--- src/hw/pse_readout_consts.svh ---
// Command codes, field positions, reset values and timing counts for the readout block
`ifndef PSE_READOUT_CONSTS_SVH
`define PSE_READOUT_CONSTS_SVH
`define PORT1_DETECT_RESISTANCE 8'h44
`define PORT2_DETECT_RESISTANCE 8'h45
`define PORT3_DETECT_RESISTANCE 8'h46
`define PORT4_DETECT_RESISTANCE 8'h47
`define DETECT_CLASS_ENABLE 8'h60
`define COOL_DOWN_STATUS 8'h61
`define RESULT_RESET 8'h00
`define DET_EN_LSB 0
`define CLS_EN_LSB 4
`define SERIAL_DEV_ADDR 7'h20
`define CLK_HZ 40000000
`define COOL_DOWN_MS 1000
`define COOL_DOWN_CYCLES ((`CLK_HZ / 1000) * `COOL_DOWN_MS)
`endif

--- src/hw/pse_readout_pkg.sv ---
// Types shared by the readout block
package pse_readout_pkg;
  typedef enum logic [3:0]
  {
    SER_IDLE = 4'b0000,
    SER_ADDR = 4'b0001,
    SER_ADDR_ACK = 4'b0010,
    SER_CMD = 4'b0011,
    SER_CMD_ACK = 4'b0100,
    SER_WDATA = 4'b0101,
    SER_WDATA_ACK = 4'b0110,
    SER_RDATA = 4'b0111,
    SER_RDATA_ACK = 4'b1000
  } ser_state_type;
endpackage

--- src/hw/pse_detect_resistance_readout.sv ---
// Detection resistance readout, detect/class restart control and serial command port
// Contract
// - Four read-only byte results at codes 44h..47h, ports one to four, reset zero.
// - Each result holds the latest two-point detection conversion, overwriting older.
// - Powering a port off leaves its stored result untouched.
// - Code N means N times a fixed resistance step; useful 2 to 50 kilohm.
// - After off command or disconnect, detection restarts only on a new host command.
// - Startup, overcurrent cut or current-limit fault starts cool-down; enables are postponed.
// - When cool-down ends, cycles restart automatically if enable bits are set.
`timescale 1ns/1ps
`default_nettype none
`include "pse_readout_consts.svh"
module pse_detect_resistance_readout
  import pse_readout_pkg::*;
#(
  parameter int PORTS = 4,
  parameter logic [6:0] DEV_ADDR = `SERIAL_DEV_ADDR,
  parameter int unsigned COOL_DOWN_CYCLES = `COOL_DOWN_CYCLES
)
(
  // Clock and reset
  input wire logic core_clk_i,
  input wire logic nrst_i,
  // Serial command port, open drain
  input wire logic scl_i,
  input wire logic sda_i,
  output logic sda_o,
  output logic sda_oe_o,
  // Measurement engine
  input wire logic [PORTS-1:0] meas_done_i,
  input wire logic [PORTS*8-1:0] meas_code_i,
  input wire logic [PORTS-1:0] cycle_busy_i,
  output logic [PORTS-1:0] detect_start_o,
  output logic [PORTS-1:0] class_start_o,
  // Port power events
  input wire logic [PORTS-1:0] port_off_i,
  input wire logic [PORTS-1:0] startup_fault_i,
  input wire logic [PORTS-1:0] overcurrent_cut_fault_i,
  input wire logic [PORTS-1:0] current_limit_fault_i,
  output logic [PORTS-1:0] cooling_o
);
  if (PORTS != 4 || COOL_DOWN_CYCLES < 1)
  begin : bad_param
    $error("Unsupported PORTS or COOL_DOWN_CYCLES");
  end

  // Pin synchronisers; stage one feeds stage two only
  logic scl_m_reg, scl_s_reg, scl_d_reg, sda_m_reg, sda_s_reg, sda_d_reg;
  always_ff @(posedge core_clk_i)
  begin
    if (!nrst_i)
    begin
      scl_m_reg <= 1'b1;
      scl_s_reg <= 1'b1;
      scl_d_reg <= 1'b1;
      sda_m_reg <= 1'b1;
      sda_s_reg <= 1'b1;
      sda_d_reg <= 1'b1;
    end
    else
    begin
      scl_m_reg <= scl_i;
      scl_s_reg <= scl_m_reg;
      scl_d_reg <= scl_s_reg;
      sda_m_reg <= sda_i;
      sda_s_reg <= sda_m_reg;
      sda_d_reg <= sda_s_reg;
    end
  end

  logic scl_rise, scl_fall, bus_start, bus_stop;
  assign scl_rise = scl_s_reg & ~scl_d_reg;
  assign scl_fall = ~scl_s_reg & scl_d_reg;
  assign bus_start = scl_s_reg & scl_d_reg & sda_d_reg & ~sda_s_reg;
  assign bus_stop = scl_s_reg & scl_d_reg & ~sda_d_reg & sda_s_reg;

  // Serial state
  ser_state_type state_reg, state_next;
  logic [7:0] shift_reg, shift_next;
  logic [3:0] cnt_reg, cnt_next;
  logic [7:0] cmd_reg, cmd_next;
  logic rw_reg, rw_next;
  logic nack_reg, nack_next;
  logic oe_reg, oe_next;
  logic en_wr;
  logic [7:0] rd_byte;
  logic [7:0] store_rd;
  logic [PORTS-1:0] det_en_reg, det_en_next, cls_en_reg, cls_en_next;

  // Results, enable and cool-down status; unknown codes read zero
  always_comb
  begin
    rd_byte = 8'h00;
    if (cmd_reg >= `PORT1_DETECT_RESISTANCE && cmd_reg <= `PORT4_DETECT_RESISTANCE)
    begin
      rd_byte = store_rd;
    end
    else if (cmd_reg == `DETECT_CLASS_ENABLE)
    begin
      rd_byte = {cls_en_reg, det_en_reg};
    end
    else if (cmd_reg == `COOL_DOWN_STATUS)
    begin
      rd_byte = {4'h0, cooling_o};
    end
  end

  always_comb
  begin
    state_next = state_reg;
    shift_next = shift_reg;
    cnt_next = cnt_reg;
    cmd_next = cmd_reg;
    rw_next = rw_reg;
    nack_next = nack_reg;
    oe_next = oe_reg;
    en_wr = 1'b0;
    if (bus_stop)
    begin
      state_next = SER_IDLE;
      oe_next = 1'b0;
    end
    else if (bus_start)
    begin
      state_next = SER_ADDR;
      cnt_next = 4'h0;
      oe_next = 1'b0;
    end
    else
    begin
      unique case (state_reg)
        SER_IDLE:
        begin
          oe_next = 1'b0;
        end
        SER_ADDR, SER_CMD, SER_WDATA:
        begin
          if (scl_rise)
          begin
            shift_next = {shift_reg[6:0], sda_s_reg};
            cnt_next = cnt_reg + 4'h1;
          end
          else if (scl_fall && cnt_reg == 4'h8)
          begin
            cnt_next = 4'h0;
            oe_next = 1'b1;
            if (state_reg == SER_ADDR)
            begin
              rw_next = shift_reg[0];
              state_next = (shift_reg[7:1] == DEV_ADDR) ? SER_ADDR_ACK : SER_IDLE;
              oe_next = (shift_reg[7:1] == DEV_ADDR);
            end
            else if (state_reg == SER_CMD)
            begin
              cmd_next = shift_reg;
              state_next = SER_CMD_ACK;
            end
            else
            begin
              en_wr = (cmd_reg == `DETECT_CLASS_ENABLE);
              state_next = SER_WDATA_ACK;
            end
          end
        end
        SER_ADDR_ACK:
        begin
          if (scl_fall)
          begin
            if (rw_reg)
            begin
              shift_next = rd_byte;
              oe_next = ~rd_byte[7];
              state_next = SER_RDATA;
            end
            else
            begin
              oe_next = 1'b0;
              state_next = SER_CMD;
            end
          end
        end
        SER_CMD_ACK, SER_WDATA_ACK:
        begin
          if (scl_fall)
          begin
            oe_next = 1'b0;
            state_next = SER_WDATA;
          end
        end
        SER_RDATA:
        begin
          if (scl_fall)
          begin
            if (cnt_reg == 4'h7)
            begin
              oe_next = 1'b0;
              state_next = SER_RDATA_ACK;
            end
            else
            begin
              shift_next = {shift_reg[6:0], 1'b0};
              oe_next = ~shift_reg[6];
              cnt_next = cnt_reg + 4'h1;
            end
          end
        end
        SER_RDATA_ACK:
        begin
          if (scl_rise)
          begin
            nack_next = sda_s_reg;
          end
          else if (scl_fall)
          begin
            // Repeated reads return the same register again
            cnt_next = 4'h0;
            shift_next = rd_byte;
            oe_next = ~nack_reg & ~rd_byte[7];
            state_next = nack_reg ? SER_IDLE : SER_RDATA;
          end
        end
        default:
        begin
          state_next = SER_IDLE;
          oe_next = 1'b0;
        end
      endcase
    end
  end

  always_ff @(posedge core_clk_i)
  begin
    if (!nrst_i)
    begin
      state_reg <= SER_IDLE;
      shift_reg <= 8'h00;
      cnt_reg <= 4'h0;
      cmd_reg <= 8'h00;
      rw_reg <= 1'b0;
      nack_reg <= 1'b0;
      oe_reg <= 1'b0;
    end
    else
    begin
      state_reg <= state_next;
      shift_reg <= shift_next;
      cnt_reg <= cnt_next;
      cmd_reg <= cmd_next;
      rw_reg <= rw_next;
      nack_reg <= nack_next;
      oe_reg <= oe_next;
    end
  end

  // Open drain: only ever pulls low
  logic sda_out_reg;
  always_ff @(posedge core_clk_i)
  begin
    sda_out_reg <= 1'b0;
  end
  assign sda_o = sda_out_reg;
  assign sda_oe_o = oe_reg;

  // Per-port enable, cool-down and cycle launch
  logic [PORTS-1:0] det_start_reg, det_start_next, cls_start_reg, cls_start_next;
  logic [31:0] cool_reg [PORTS];
  logic [31:0] cool_next [PORTS];
  for (genvar p = 0; p < PORTS; p++)
  begin : port_ctl
    logic fault;
    logic cooling;
    assign fault = startup_fault_i[p] | overcurrent_cut_fault_i[p] | current_limit_fault_i[p];
    assign cooling = (cool_reg[p] != 32'h0) | fault;

    always_comb
    begin
      // Host write wins over a same-cycle power-off
      if (en_wr)
      begin
        det_en_next[p] = shift_reg[`DET_EN_LSB + p];
        cls_en_next[p] = shift_reg[`CLS_EN_LSB + p];
      end
      else if (port_off_i[p])
      begin
        det_en_next[p] = 1'b0;
        cls_en_next[p] = 1'b0;
      end
      else
      begin
        det_en_next[p] = det_en_reg[p];
        cls_en_next[p] = cls_en_reg[p];
      end
      if (fault)
      begin
        cool_next[p] = COOL_DOWN_CYCLES;
      end
      else if (cool_reg[p] != 32'h0)
      begin
        cool_next[p] = cool_reg[p] - 32'h1;
      end
      else
      begin
        cool_next[p] = 32'h0;
      end
      // Enables stay armed through cool-down, so launch resumes by itself
      det_start_next[p] = (det_en_reg[p] | cls_en_reg[p]) & ~cooling & ~cycle_busy_i[p]
        & ~det_start_reg[p] & ~port_off_i[p];
      cls_start_next[p] = det_start_next[p] & cls_en_reg[p];
    end

    always_ff @(posedge core_clk_i)
    begin
      if (!nrst_i)
      begin
        cool_reg[p] <= 32'h0;
      end
      else
      begin
        cool_reg[p] <= cool_next[p];
      end
    end
  end

  logic [PORTS-1:0] cooling_reg;
  always_ff @(posedge core_clk_i)
  begin
    if (!nrst_i)
    begin
      det_en_reg <= '0;
      cls_en_reg <= '0;
      det_start_reg <= '0;
      cls_start_reg <= '0;
      cooling_reg <= '0;
    end
    else
    begin
      det_en_reg <= det_en_next;
      cls_en_reg <= cls_en_next;
      det_start_reg <= det_start_next;
      cls_start_reg <= cls_start_next;
      for (int p = 0; p < PORTS; p++)
      begin
        cooling_reg[p] <= (cool_next[p] != 32'h0);
      end
    end
  end
  assign detect_start_o = det_start_reg;
  assign class_start_o = cls_start_reg;
  assign cooling_o = cooling_reg;

  // Port power-off does not reach the store
  result_store #(.PORTS(PORTS), .WIDTH(8)) store_u
  (
    .core_clk_i(core_clk_i),
    .nrst_i(nrst_i),
    .wr_en_i(meas_done_i),
    .wr_data_i(meas_code_i),
    .rd_addr_i(cmd_reg[1:0]),
    .rd_data_o(store_rd)
  );
endmodule
`default_nettype wire

--- src/hw/result_store.sv ---
// Small per-port result memory with registered read data
`timescale 1ns/1ps
`default_nettype none
`include "pse_readout_consts.svh"
module result_store
#(
  parameter int PORTS = 4,
  parameter int WIDTH = 8
)
(
  // Clock and reset
  input wire logic core_clk_i,
  input wire logic nrst_i,
  // Write side
  input wire logic [PORTS-1:0] wr_en_i,
  input wire logic [PORTS*WIDTH-1:0] wr_data_i,
  // Read side
  input wire logic [$clog2(PORTS)-1:0] rd_addr_i,
  output logic [WIDTH-1:0] rd_data_o
);
  logic [WIDTH-1:0] mem_reg [PORTS];
  logic [WIDTH-1:0] mem_next [PORTS];
  logic [WIDTH-1:0] rd_data_reg;
  logic [WIDTH-1:0] rd_data_next;

  // Whole word lands in one edge, so a read never sees half a code
  always_comb
  begin
    for (int p = 0; p < PORTS; p++)
    begin
      mem_next[p] = wr_en_i[p] ? wr_data_i[p*WIDTH +: WIDTH] : mem_reg[p];
    end
    rd_data_next = mem_reg[rd_addr_i];
  end

  always_ff @(posedge core_clk_i)
  begin
    if (!nrst_i)
    begin
      for (int p = 0; p < PORTS; p++)
      begin
        mem_reg[p] <= WIDTH'(`RESULT_RESET);
      end
      rd_data_reg <= '0;
    end
    else
    begin
      mem_reg <= mem_next;
      rd_data_reg <= rd_data_next;
    end
  end

  assign rd_data_o = rd_data_reg;
endmodule
`default_nettype wire

--- config.mk ---
export PLATFORM = sky130hd
export DESIGN_NAME = pse_detect_resistance_readout
export DESIGN_NICKNAME = d
export VERILOG_FILES = /design/src/hw/pse_readout_pkg.sv /design/src/hw/pse_detect_resistance_readout.sv /design/src/hw/result_store.sv
export VERILOG_INCLUDE_DIRS = /design/src /design/src/hw
export SDC_FILE = /design/constraint.sdc
export NUM_CORES = 1
export LEC_CHECK = 0
export ABC_AREA = 1
export BUFFER_PORTS_ARGS = -buffer_cell sky130_fd_sc_hd__buf_2
export CAP_MARGIN = 20
export CORE_MARGIN = 10
export CORE_UTILIZATION = 55
export DETAILED_ROUTE_END_ITERATION = 7
export GPL_TIMING_DRIVEN = 0
export PLACE_DENSITY = 0.85
export SLEW_MARGIN = 20
export SYNTH_ARGS = -nofsm -noshare
export SYNTH_HDL_FRONTEND = slang
export SYNTH_SLANG_ARGS = --single-unit
--- constraint.sdc ---
create_clock -name core_clk_i -period 2.4 [get_ports core_clk_i]
set_input_delay 0.36 -clock core_clk_i [delete_from_list [all_inputs] [get_ports core_clk_i]]
set_output_delay 0.36 -clock core_clk_i [all_outputs]
set_load 0.03 [all_outputs]
==> results.cfg, run 1 <==
[sta]
rsz0062_at_grt = false
maxSlewHeadroom_pct = 46.8
min_period_over_period_pct = 93.3
worst_slew_pin_slew_ns = 0.799
finalClockSkew_ns = 0.0134
min_period_ns = 2.24
max_freq_ghz = 0.447
setup_viol = 0
final-hold-violation-count = 0
slew_violations = 0
setup-tns-final_ns = 0

[detailed_routing]
routedWlPerCell_um = 15.3
wl_mm = 34.7
dr.pass1.iters = 6
antenna_left = 0
via_per_inst = 5.61
vias = 12700
drtIter0Drc = 1359
drc = 0

[layout]
nNetsFinal = 2034
layout-drive-gt1-share_pct = 11.8
final_common_cell = nand2_1
final_cell_mix = 408 x nand2_1, 386 x nor2_1, 221 x dfxtp_1
syn_to_final_growth_pct = 13.0
antenna_cells = 0
post-route-util_pct = 63.1
largest_register_ffs = 128
fillers = 1978

[synthesis]
synthCells = 1862
syn_area_um2 = 12100
synth.net_count = 1928
ys_seq_area_share_pct = 36.4
yosysTopAreaCellShare_pct = 36.4
synth.yosys.warnings = 0
synth-main-ff-cell = dfxtp_1
postSynthAreaPerCell_um2 = 6.52
synth_top_area_cell = dfxtp_1
async_flop_share_pct = 0
synth_cell_types = 48
synth.area.top_cells = dfxtp_1 36%, nand2_1 13%, nor2_1 12%
synth_edf_count = 0
ys_seq_elements = 221

[clocking]
clk_pin_slew_ns = 0.06
max-clock-path-buffers = 3
numCtsBuffers = 25
cts_hold_buf = 0
tritoncts = built
clock_latency_ns = 0.53
htree_levels = 1
cts_root_buf = clkbuf_16
cts.sinks = 221

[worst_setup_path]
crit_buf_inv = 1
worst_ep_arrival_time_ns = 2.62
cp_top_family = simple AND/OR/NAND/NOR gates
max_stage_delay_ns = 0.30
critPathRequiredTime_ns = 2.78
crit_slowest_cell = dfxtp_1
critPathMaxFanout = 7
cp-end-kind = flop
crit_type = reg -> reg
cpMostUsedCell = nand2_1
cp_cell_sequence = inv_1, ha_1, nand2_1, nor2_2, nand3_1, nor2_2, nor2_2, nand2_1, nand2_1, nor2_1, nand2_1, nor2_1, a21oi_1
crit_path_start_kind = flop

[global_routing]
grt_first_pass_wirelength_mm = 56.5
grtUsageTotal_pct = 23.2
grt_overflow = 0
grt_pass1_vias = 11900
grt_max_degree = 14
antenna_found_initial = 0

[place]
place.gp.congestion = 0.990
io_buffers = 72
place_hpwl_mm = 26.2

[power]
peakVddDrop_uv = 601
total_power_w = 0.00868
leakage_nw = 6.16
power-per-cell-area_nw_per_um2 = 633

[floorplan]
num_io_pins = 74
num_rows = 54
die_area_um2 = 28400
start_util_pct = 55.8
core_area_um2 = 21800
die_w_um = 169
dieHeight_um = 169

[status]
status = completed

[worst_hold_path]
hp-class = in -> reg

[run]
maxCapViolCount = 0
[cell families after synthesis]
group,Yosys count,synth area share (%)
other,1,0.0309
AND/OR/NAND/NOR,1156,42.6
AO/OA/AOI/OAI,214,9.71
buffers and inverters,222,7.55
flip-flops,221,36.4
XOR/XNOR,42,3.03
adder cells (fa/ha/maj),6,0.618
[where the power goes]
group	internal, W	total (W)	leakage [nW]	switching (W)
sequential	0.00378	0.00387	1.81	0.0000921
clock	0.00212	0.00368	0.393	0.00156
combinational	0.000367	0.00113	3.96	0.000764
[final timing paths]
check | cells after the start | slack, ns | to | startpoint
worst max-delay path | 13 | 0.16 | cooling_o[1] | cool_reg[1][0]
worst min register to register | 1 | 0.43 | sda_s_reg | sda_m_reg
worst max register to register | 13 | 0.16 | cooling_o[1] | cool_reg[1][0]
worst min-delay path | 2 | 0.01 | sda_m_reg | sda_i
[cells in the mapped netlist, types with 12 or more instances]
master and n:
nor3_1 43, nand3_1 186, inv_1 163, o21ai_0 73
nand4_1 38, nor2_4 12, xnor2_1 19, a21oi_1 92
nand2_1 408, nor2_1 389, dfxtp_1 221, clkbuf_1 27
inv_2 12, xor2_1 23, o21bai_1 21, nor2_2 38
[final cells by class]
type / instances / area, µm² / area share, %
repair buffers: 79 / 438 / 3.19
clock buffers: 32 / 682 / 4.97
well taps: 280 / 350 / 2.55
flip-flops and latches: 221 / 4420 / 32.2
inverters: 177 / 664 / 4.84
plain buffers: 45 / 253 / 1.84
multi-input cells: 1419 / 6820 / 49.7
clock inverters: 13 / 100 / 0.729
[repair_timing]
action                     in CTS  in global routing
setup endpoints to repair       0                  3
resized for setup               0                  4
buffers inserted                0                  7
[layer usage]
layer	share of wire, %	track usage [%]
met1	43	29.9
met2	47	39.1
met5	0	0
met3	7.5	3.50
met4	2.6	7.00
[per-stage QoR]
step	instance area, µm²	hold WS [ns]	cells	setup WS [ns]
finish	13700	0.0139	2266	0.161
global route	13700	0.0205	2266	0.00386
CTS	13600	0.00626	2259	0.0709
detailed placement	12900	0.414	2214	0.0377
global placement	12900	0.410	2214	0.0821
floorplan	12100	0.393	1862	0.604
No activity file was read; power rests on OpenSTA's default activity.
==> inputs of run 2 (changes only) <==
- CORE_UTILIZATION: 55 -> 60
- PLACE_DENSITY: 0.85 -> 0.91
==> run 2 against run 1 <==
Flip-flop and latch count unchanged. Design area down 0.26%. Combinational power about the same. Via count up 1.4%. Largest cell class unchanged. Clock power up 4%. Highest routed layer unchanged. Clock-buffer cell count down 1. Worst hold slack better by 0.032 ns. Critical endpoint is now cooling_o[2]. Sequential power about the same.
==> results.cfg, run 2 (synthesis gave the netlist of run 1 again) <==
[floorplan]
die_area_um2 = 26300
core_area_um2 = 19700
start_util_pct = 61.6
dieHeight_um = 162
num_io_pins = 74
num_rows = 51
die_w_um = 162

[run]
maxCapViolCount = 0

[worst_setup_path]
critPathRequiredTime_ns = 2.76
crit_path_start_kind = flop
r2r_start = cool_reg[2][0]
rrSetupSlack_ns = 0.12
crit_type = reg -> reg
critPathMaxFanout = 9
worst_ep_arrival_time_ns = 2.64
cp-end-kind = flop
r2r-end = cooling_o[2]
worstRegToRegCells = 13

[worst_hold_path]
hp-start = scl_i
worstHoldPathCells = 2
hold_path_end = scl_m_reg
hp-class = in -> reg

[clocking]
clk_pin_slew_ns = 0.06
max-clock-path-buffers = 3
numCtsBuffers = 24
cts.sinks = 221
cts_hold_buf = 0
clock_latency_ns = 0.52
tritoncts = built
cts_root_buf = clkbuf_16
htree_levels = 1

[place]
place.gp.congestion = 1.00
place_hpwl_mm = 26.4
placed_area_um2 = 12800
pre_cts_slack_ns = 0.0781
io_buffers = 72

[detailed_routing]
antenna_left = 0
dr.pass1.iters = 6
drc = 0
wl_mm = 35.2
routedWlPerCell_um = 15.7
via_per_inst = 5.74
vias = 12900
drtIter0Drc = 1269

[global_routing]
grtUsageTotal_pct = 25.8
antenna_found_initial = 0
grt_pass1_vias = 12200
grt_overflow = 0
grt_first_pass_wirelength_mm = 57.3
grt_max_degree = 15

[power]
leakage_nw = 6.13
power-per-cell-area_nw_per_um2 = 644
peakVddDrop_uv = 577

[layout]
design_area_um2 = 13700
layout-drive-gt1-share_pct = 11.5
nNetsFinal = 2030
final_common_cell = nand2_1
antenna_cells = 0
syn_to_final_growth_pct = 12.7
fillers = 1642
final_cell_mix = 408 x nand2_1, 387 x nor2_1, 221 x dfxtp_1
largest_register_ffs = 128

[sta]
min_period_ns = 2.28
max_freq_ghz = 0.439
slew_violations = 0
setup_viol = 0
finalClockSkew_ns = 0.00944
worst_slew_pin_slew_ns = 0.736
finalWorstSetupSlack_ns = 0.121
min_period_over_period_pct = 94.9
maxSlewHeadroom_pct = 50.9
final-hold-violation-count = 0

[status]
status = completed
## run 2: cell count changes in the layout (fill, tap and decap cells not counted), sizes merged
| cell | previous run | this run |
|---|---|---|
| clkinvlp | 1 | 3 |
| bufinv | 1 | 3 |
| inv | 177 | 175 |
| buf | 95 | 92 |
| clkinv | 11 | 7 |
| clkbuf | 60 | 59 |
## run 2: power breakdown
part	total [W]	internal [W]	switching, W
clock	0.00381	0.00229	0.00152
sequential	0.00387	0.00378	0.0000918
combinational	0.00114	0.000360	0.000775
## run 2: worst max-delay path, stage by stage, from the launching register on
cell     delay [ns]
dfxtp_1        0.29
inv_1          0.08
ha_1           0.23
nand2_2        0.12
nor2_4         0.22
nand3_2        0.15
nor2_2         0.24
nor2_2         0.16
nand2_1        0.11
nand2_1        0.05
nor2_1         0.10
nand2_1        0.07
nor2_1         0.17
a21oi_1        0.11
## run 2: how the worst max path moves through the flow
stage,start,end,depth (start not counted)
2_1_floorplan,cool_reg[1][0],cooling_o[1],13
3_3_place_gp,overcurrent_cut_fault_i[0],cooling_o[0],10
3_5_place_dp,overcurrent_cut_fault_i[0],cooling_o[0],10
4_1_cts,cool_reg[3][0],cooling_o[3],12
5_1_grt,cool_reg[3][0],cooling_o[3],12
6_report,cool_reg[2][0],cooling_o[2],13
## run 2: routing by layer
metal | part of all wire (%) | GRT usage (%)
met4 | 3.3 | 9.93
met1 | 41 | 32.3
met3 | 8.0 | 3.56
met5 | 0 | 0
met2 | 48 | 43.8
## run 2: area by class of cell
class / instances / area [µm²] / area share, %
Clock buffer: 31 / 668 / 4.88
Sequential cell: 221 / 4420 / 32.3
Timing Repair Buffer: 76 / 390 / 2.85
Tap cell: 265 / 332 / 2.42
Clock inverter: 11 / 141 / 1.03
Inverter: 177 / 664 / 4.85
Multi-Input combinational cell: 1419 / 6820 / 49.8
Buffer: 45 / 253 / 1.85
## run 2: through the flow
stage	TNS [ns]	std cells	utilization [%]	power [W]	hold WS, ns
floorplan	0	1862	-	0.00473	0.393
global placement	0	2199	65.1	0.00502	0.402
detailed placement	0	2199	65.1	0.00505	0.406
CTS	0	2241	69.2	0.00881	0.0392
global route	-0.00695	2245	69.4	0.00913	0.0369
finish	0	2245	69.4	0.00882	0.0463
## run 2: repair_timing
action,CTS,global route
resized for setup,0,4
setup endpoints to repair,0,4
setup buffers,0,4
==> inputs of run 3 (changes only) <==
- CTS_CLUSTER_DIAMETER: unset -> 100
- clock period: 2.4 -> 2.9 ns (I/O delays scaled with it)
==> run 3 against run 2 <==
Sequential share of layout area is 0.11 points higher. Die area stayed put. Worst hold slack better by 0.072 ns.
==> results.cfg, run 3 (synthesis gave the netlist of run 1 again) <==
[status]
status = completed

[clocking]
ctsResizeCount = 0
clock_latency_ns = 0.52
post_cts_buffers = 0
cts.sinks = 221
numCtsBuffers = 24
htree_levels = 1
tritoncts = built
cts_hold_buf = 0
cts_root_buf = clkbuf_16
max-clock-path-buffers = 3
clk_pin_slew_ns = 0.06

[global_routing]
grt_overflow = 0
grt_pass1_vias = 12200
met2_usage_pct = 43.8
grt_max_degree = 15
use_met3_pct = 3.56
met1_usage_pct = 32.3
grt_first_pass_wirelength_mm = 57.3
antenna_found_initial = 0
grtUsageTotal_pct = 25.8
top_usage_layer = met2

[layout]
syn_to_final_growth_pct = 12.4
final_cell_mix = 408 x nand2_1, 389 x nor2_1, 221 x dfxtp_1
layout-drive-gt1-share_pct = 11.2
largest_register_ffs = 128
multi_input_area_um2 = 6800
antenna_cells = 0
ff_latch_area_um2 = 4420
fillers = 1645
final_common_cell = nand2_1
nNetsFinal = 2026

[worst_hold_path]
hp-class = in -> reg

[detailed_routing]
antenna_left = 0
dr.pass1.iters = 8
drtIter0Drc = 1312
routedWlPerCell_um = 15.7
via_per_inst = 5.73
vias = 12900
wl_mm = 35.2
drc = 0

[sta]
worst_slew_pin_slew_ns = 0.704
min_period_over_period_pct = 79.9
min_period_ns = 2.32
setup_viol = 0
finalWorstSetupSlack_ns = 0.584
maxSlewHeadroom_pct = 53.1
slew_violations = 0
finalClockSkew_ns = 0.00983
setup-tns-final_ns = 0
rsz0062_at_grt = false
final-hold-violation-count = 0
max_freq_ghz = 0.432

[worst_setup_path]
cpMostUsedCell = nand3_1
crit_slowest_cell = nor3_1
critPathMaxFanout = 4
cp_cell_sequence = inv_1, ha_1, nand3_1, nor3_1, nand2_1, nand3_1, nand3_1, nor2_1, nand2_1, nor2_1, a21oi_1
crit_type = reg -> reg
worst_ep_arrival_time_ns = 2.70
cp-end-kind = flop
max_stage_delay_ns = 0.46
critPathRequiredTime_ns = 3.28
crit_path_start_kind = flop

[power]
p_seq_share_pct = 43.9
leakage_nw = 6.12
intPower_w = 0.00532
clkPwrFrac_pct = 43.3
p_sw_w = 0.00199
p_comb_share_pct = 12.8
peakVddDrop_uv = 480
p_sw_share_pct = 27.2
power-per-cell-area_nw_per_um2 = 535

[place]
io_buffers = 72
place_hpwl_mm = 26.4
place.gp.congestion = 1.00
pre_cts_slack_ns = 0.503

[floorplan]
die_w_um = 162
die_area_um2 = 26300
dieHeight_um = 162
num_rows = 51
start_util_pct = 61.6
core_area_um2 = 19700
num_io_pins = 74

[run]
maxCapViolCount = 0
==> run 3: changes by cell type in the layout (fill, tap and decap cells not counted) <==
cell | before | now
buf_4 | 7 | 3
nor2_1 | 387 | 389
nor2_2 | 39 | 38
nor2_4 | 13 | 12
nor3_1 | 42 | 43
nor3_2 | 4 | 3
==> run 3: critical path: cells and delay by family, from the launching register on <==
kind / cells / cell delay (ns)
adders and majority gates: 1 / 0.24
DFF: 1 / 0.30
and+or+nand+nor: 8 / 1.47
AOI/OAI and AO/OA: 1 / 0.11
buffers and inverters: 1 / 0.08
==> run 3: per-stage QoR <==
step	total power, W	std cells	util, %	cell area [µm²]	hold WS, ns
final	0.00731	2241	69.2	13600	0.119
after global routing	0.00755	2241	69.2	13600	0.112
after CTS	0.00729	2241	69.2	13600	0.114
after detailed placement	0.00418	2199	65.1	12800	0.406
after global placement	0.00415	2199	65.1	12800	0.402
after floorplan	0.00392	1862	-	12100	0.393
==> run 3: power groups by stage <==
stage,logic (W),clock network [W],registers [W]
floorplan,0.000664,0,0.00325
global placement,0.000885,0,0.00327
detailed placement,0.000910,0,0.00327
CTS,0.000920,0.00317,0.00320
global route,0.00104,0.00330,0.00321
finish,0.000936,0.00316,0.00321
==> run 3: area by class of cell <==
class | instances | share of cell area [%]
multi-input combinational | 1419 | 49.9
sequential | 221 | 32.4
clock buffer | 31 | 4.90
inverter | 177 | 4.87
timing repair buffer | 72 | 2.64
tap | 265 | 2.43
buffer | 45 | 1.85
clock inverter | 11 | 1.04
==> run 3: routing by layer <==
metal,up-vias,share of wire [%]
met2,552,48
li1,6245,-
met1,5946,41
met4,0,3.5
met5,-,0
met3,109,7.4
==> run 3: path summary, 6_finish.rpt <==
path	slack, ns	to	from	cells after the start
setup / recovery	0.58	cooling_o[0]	cool_reg[0][0]	11
hold / removal	0.12	scl_m_reg	scl_i	2
setup reg to reg	0.58	cooling_o[0]	cool_reg[0][0]	11
hold reg to reg	0.43	sda_s_reg	sda_m_reg	1
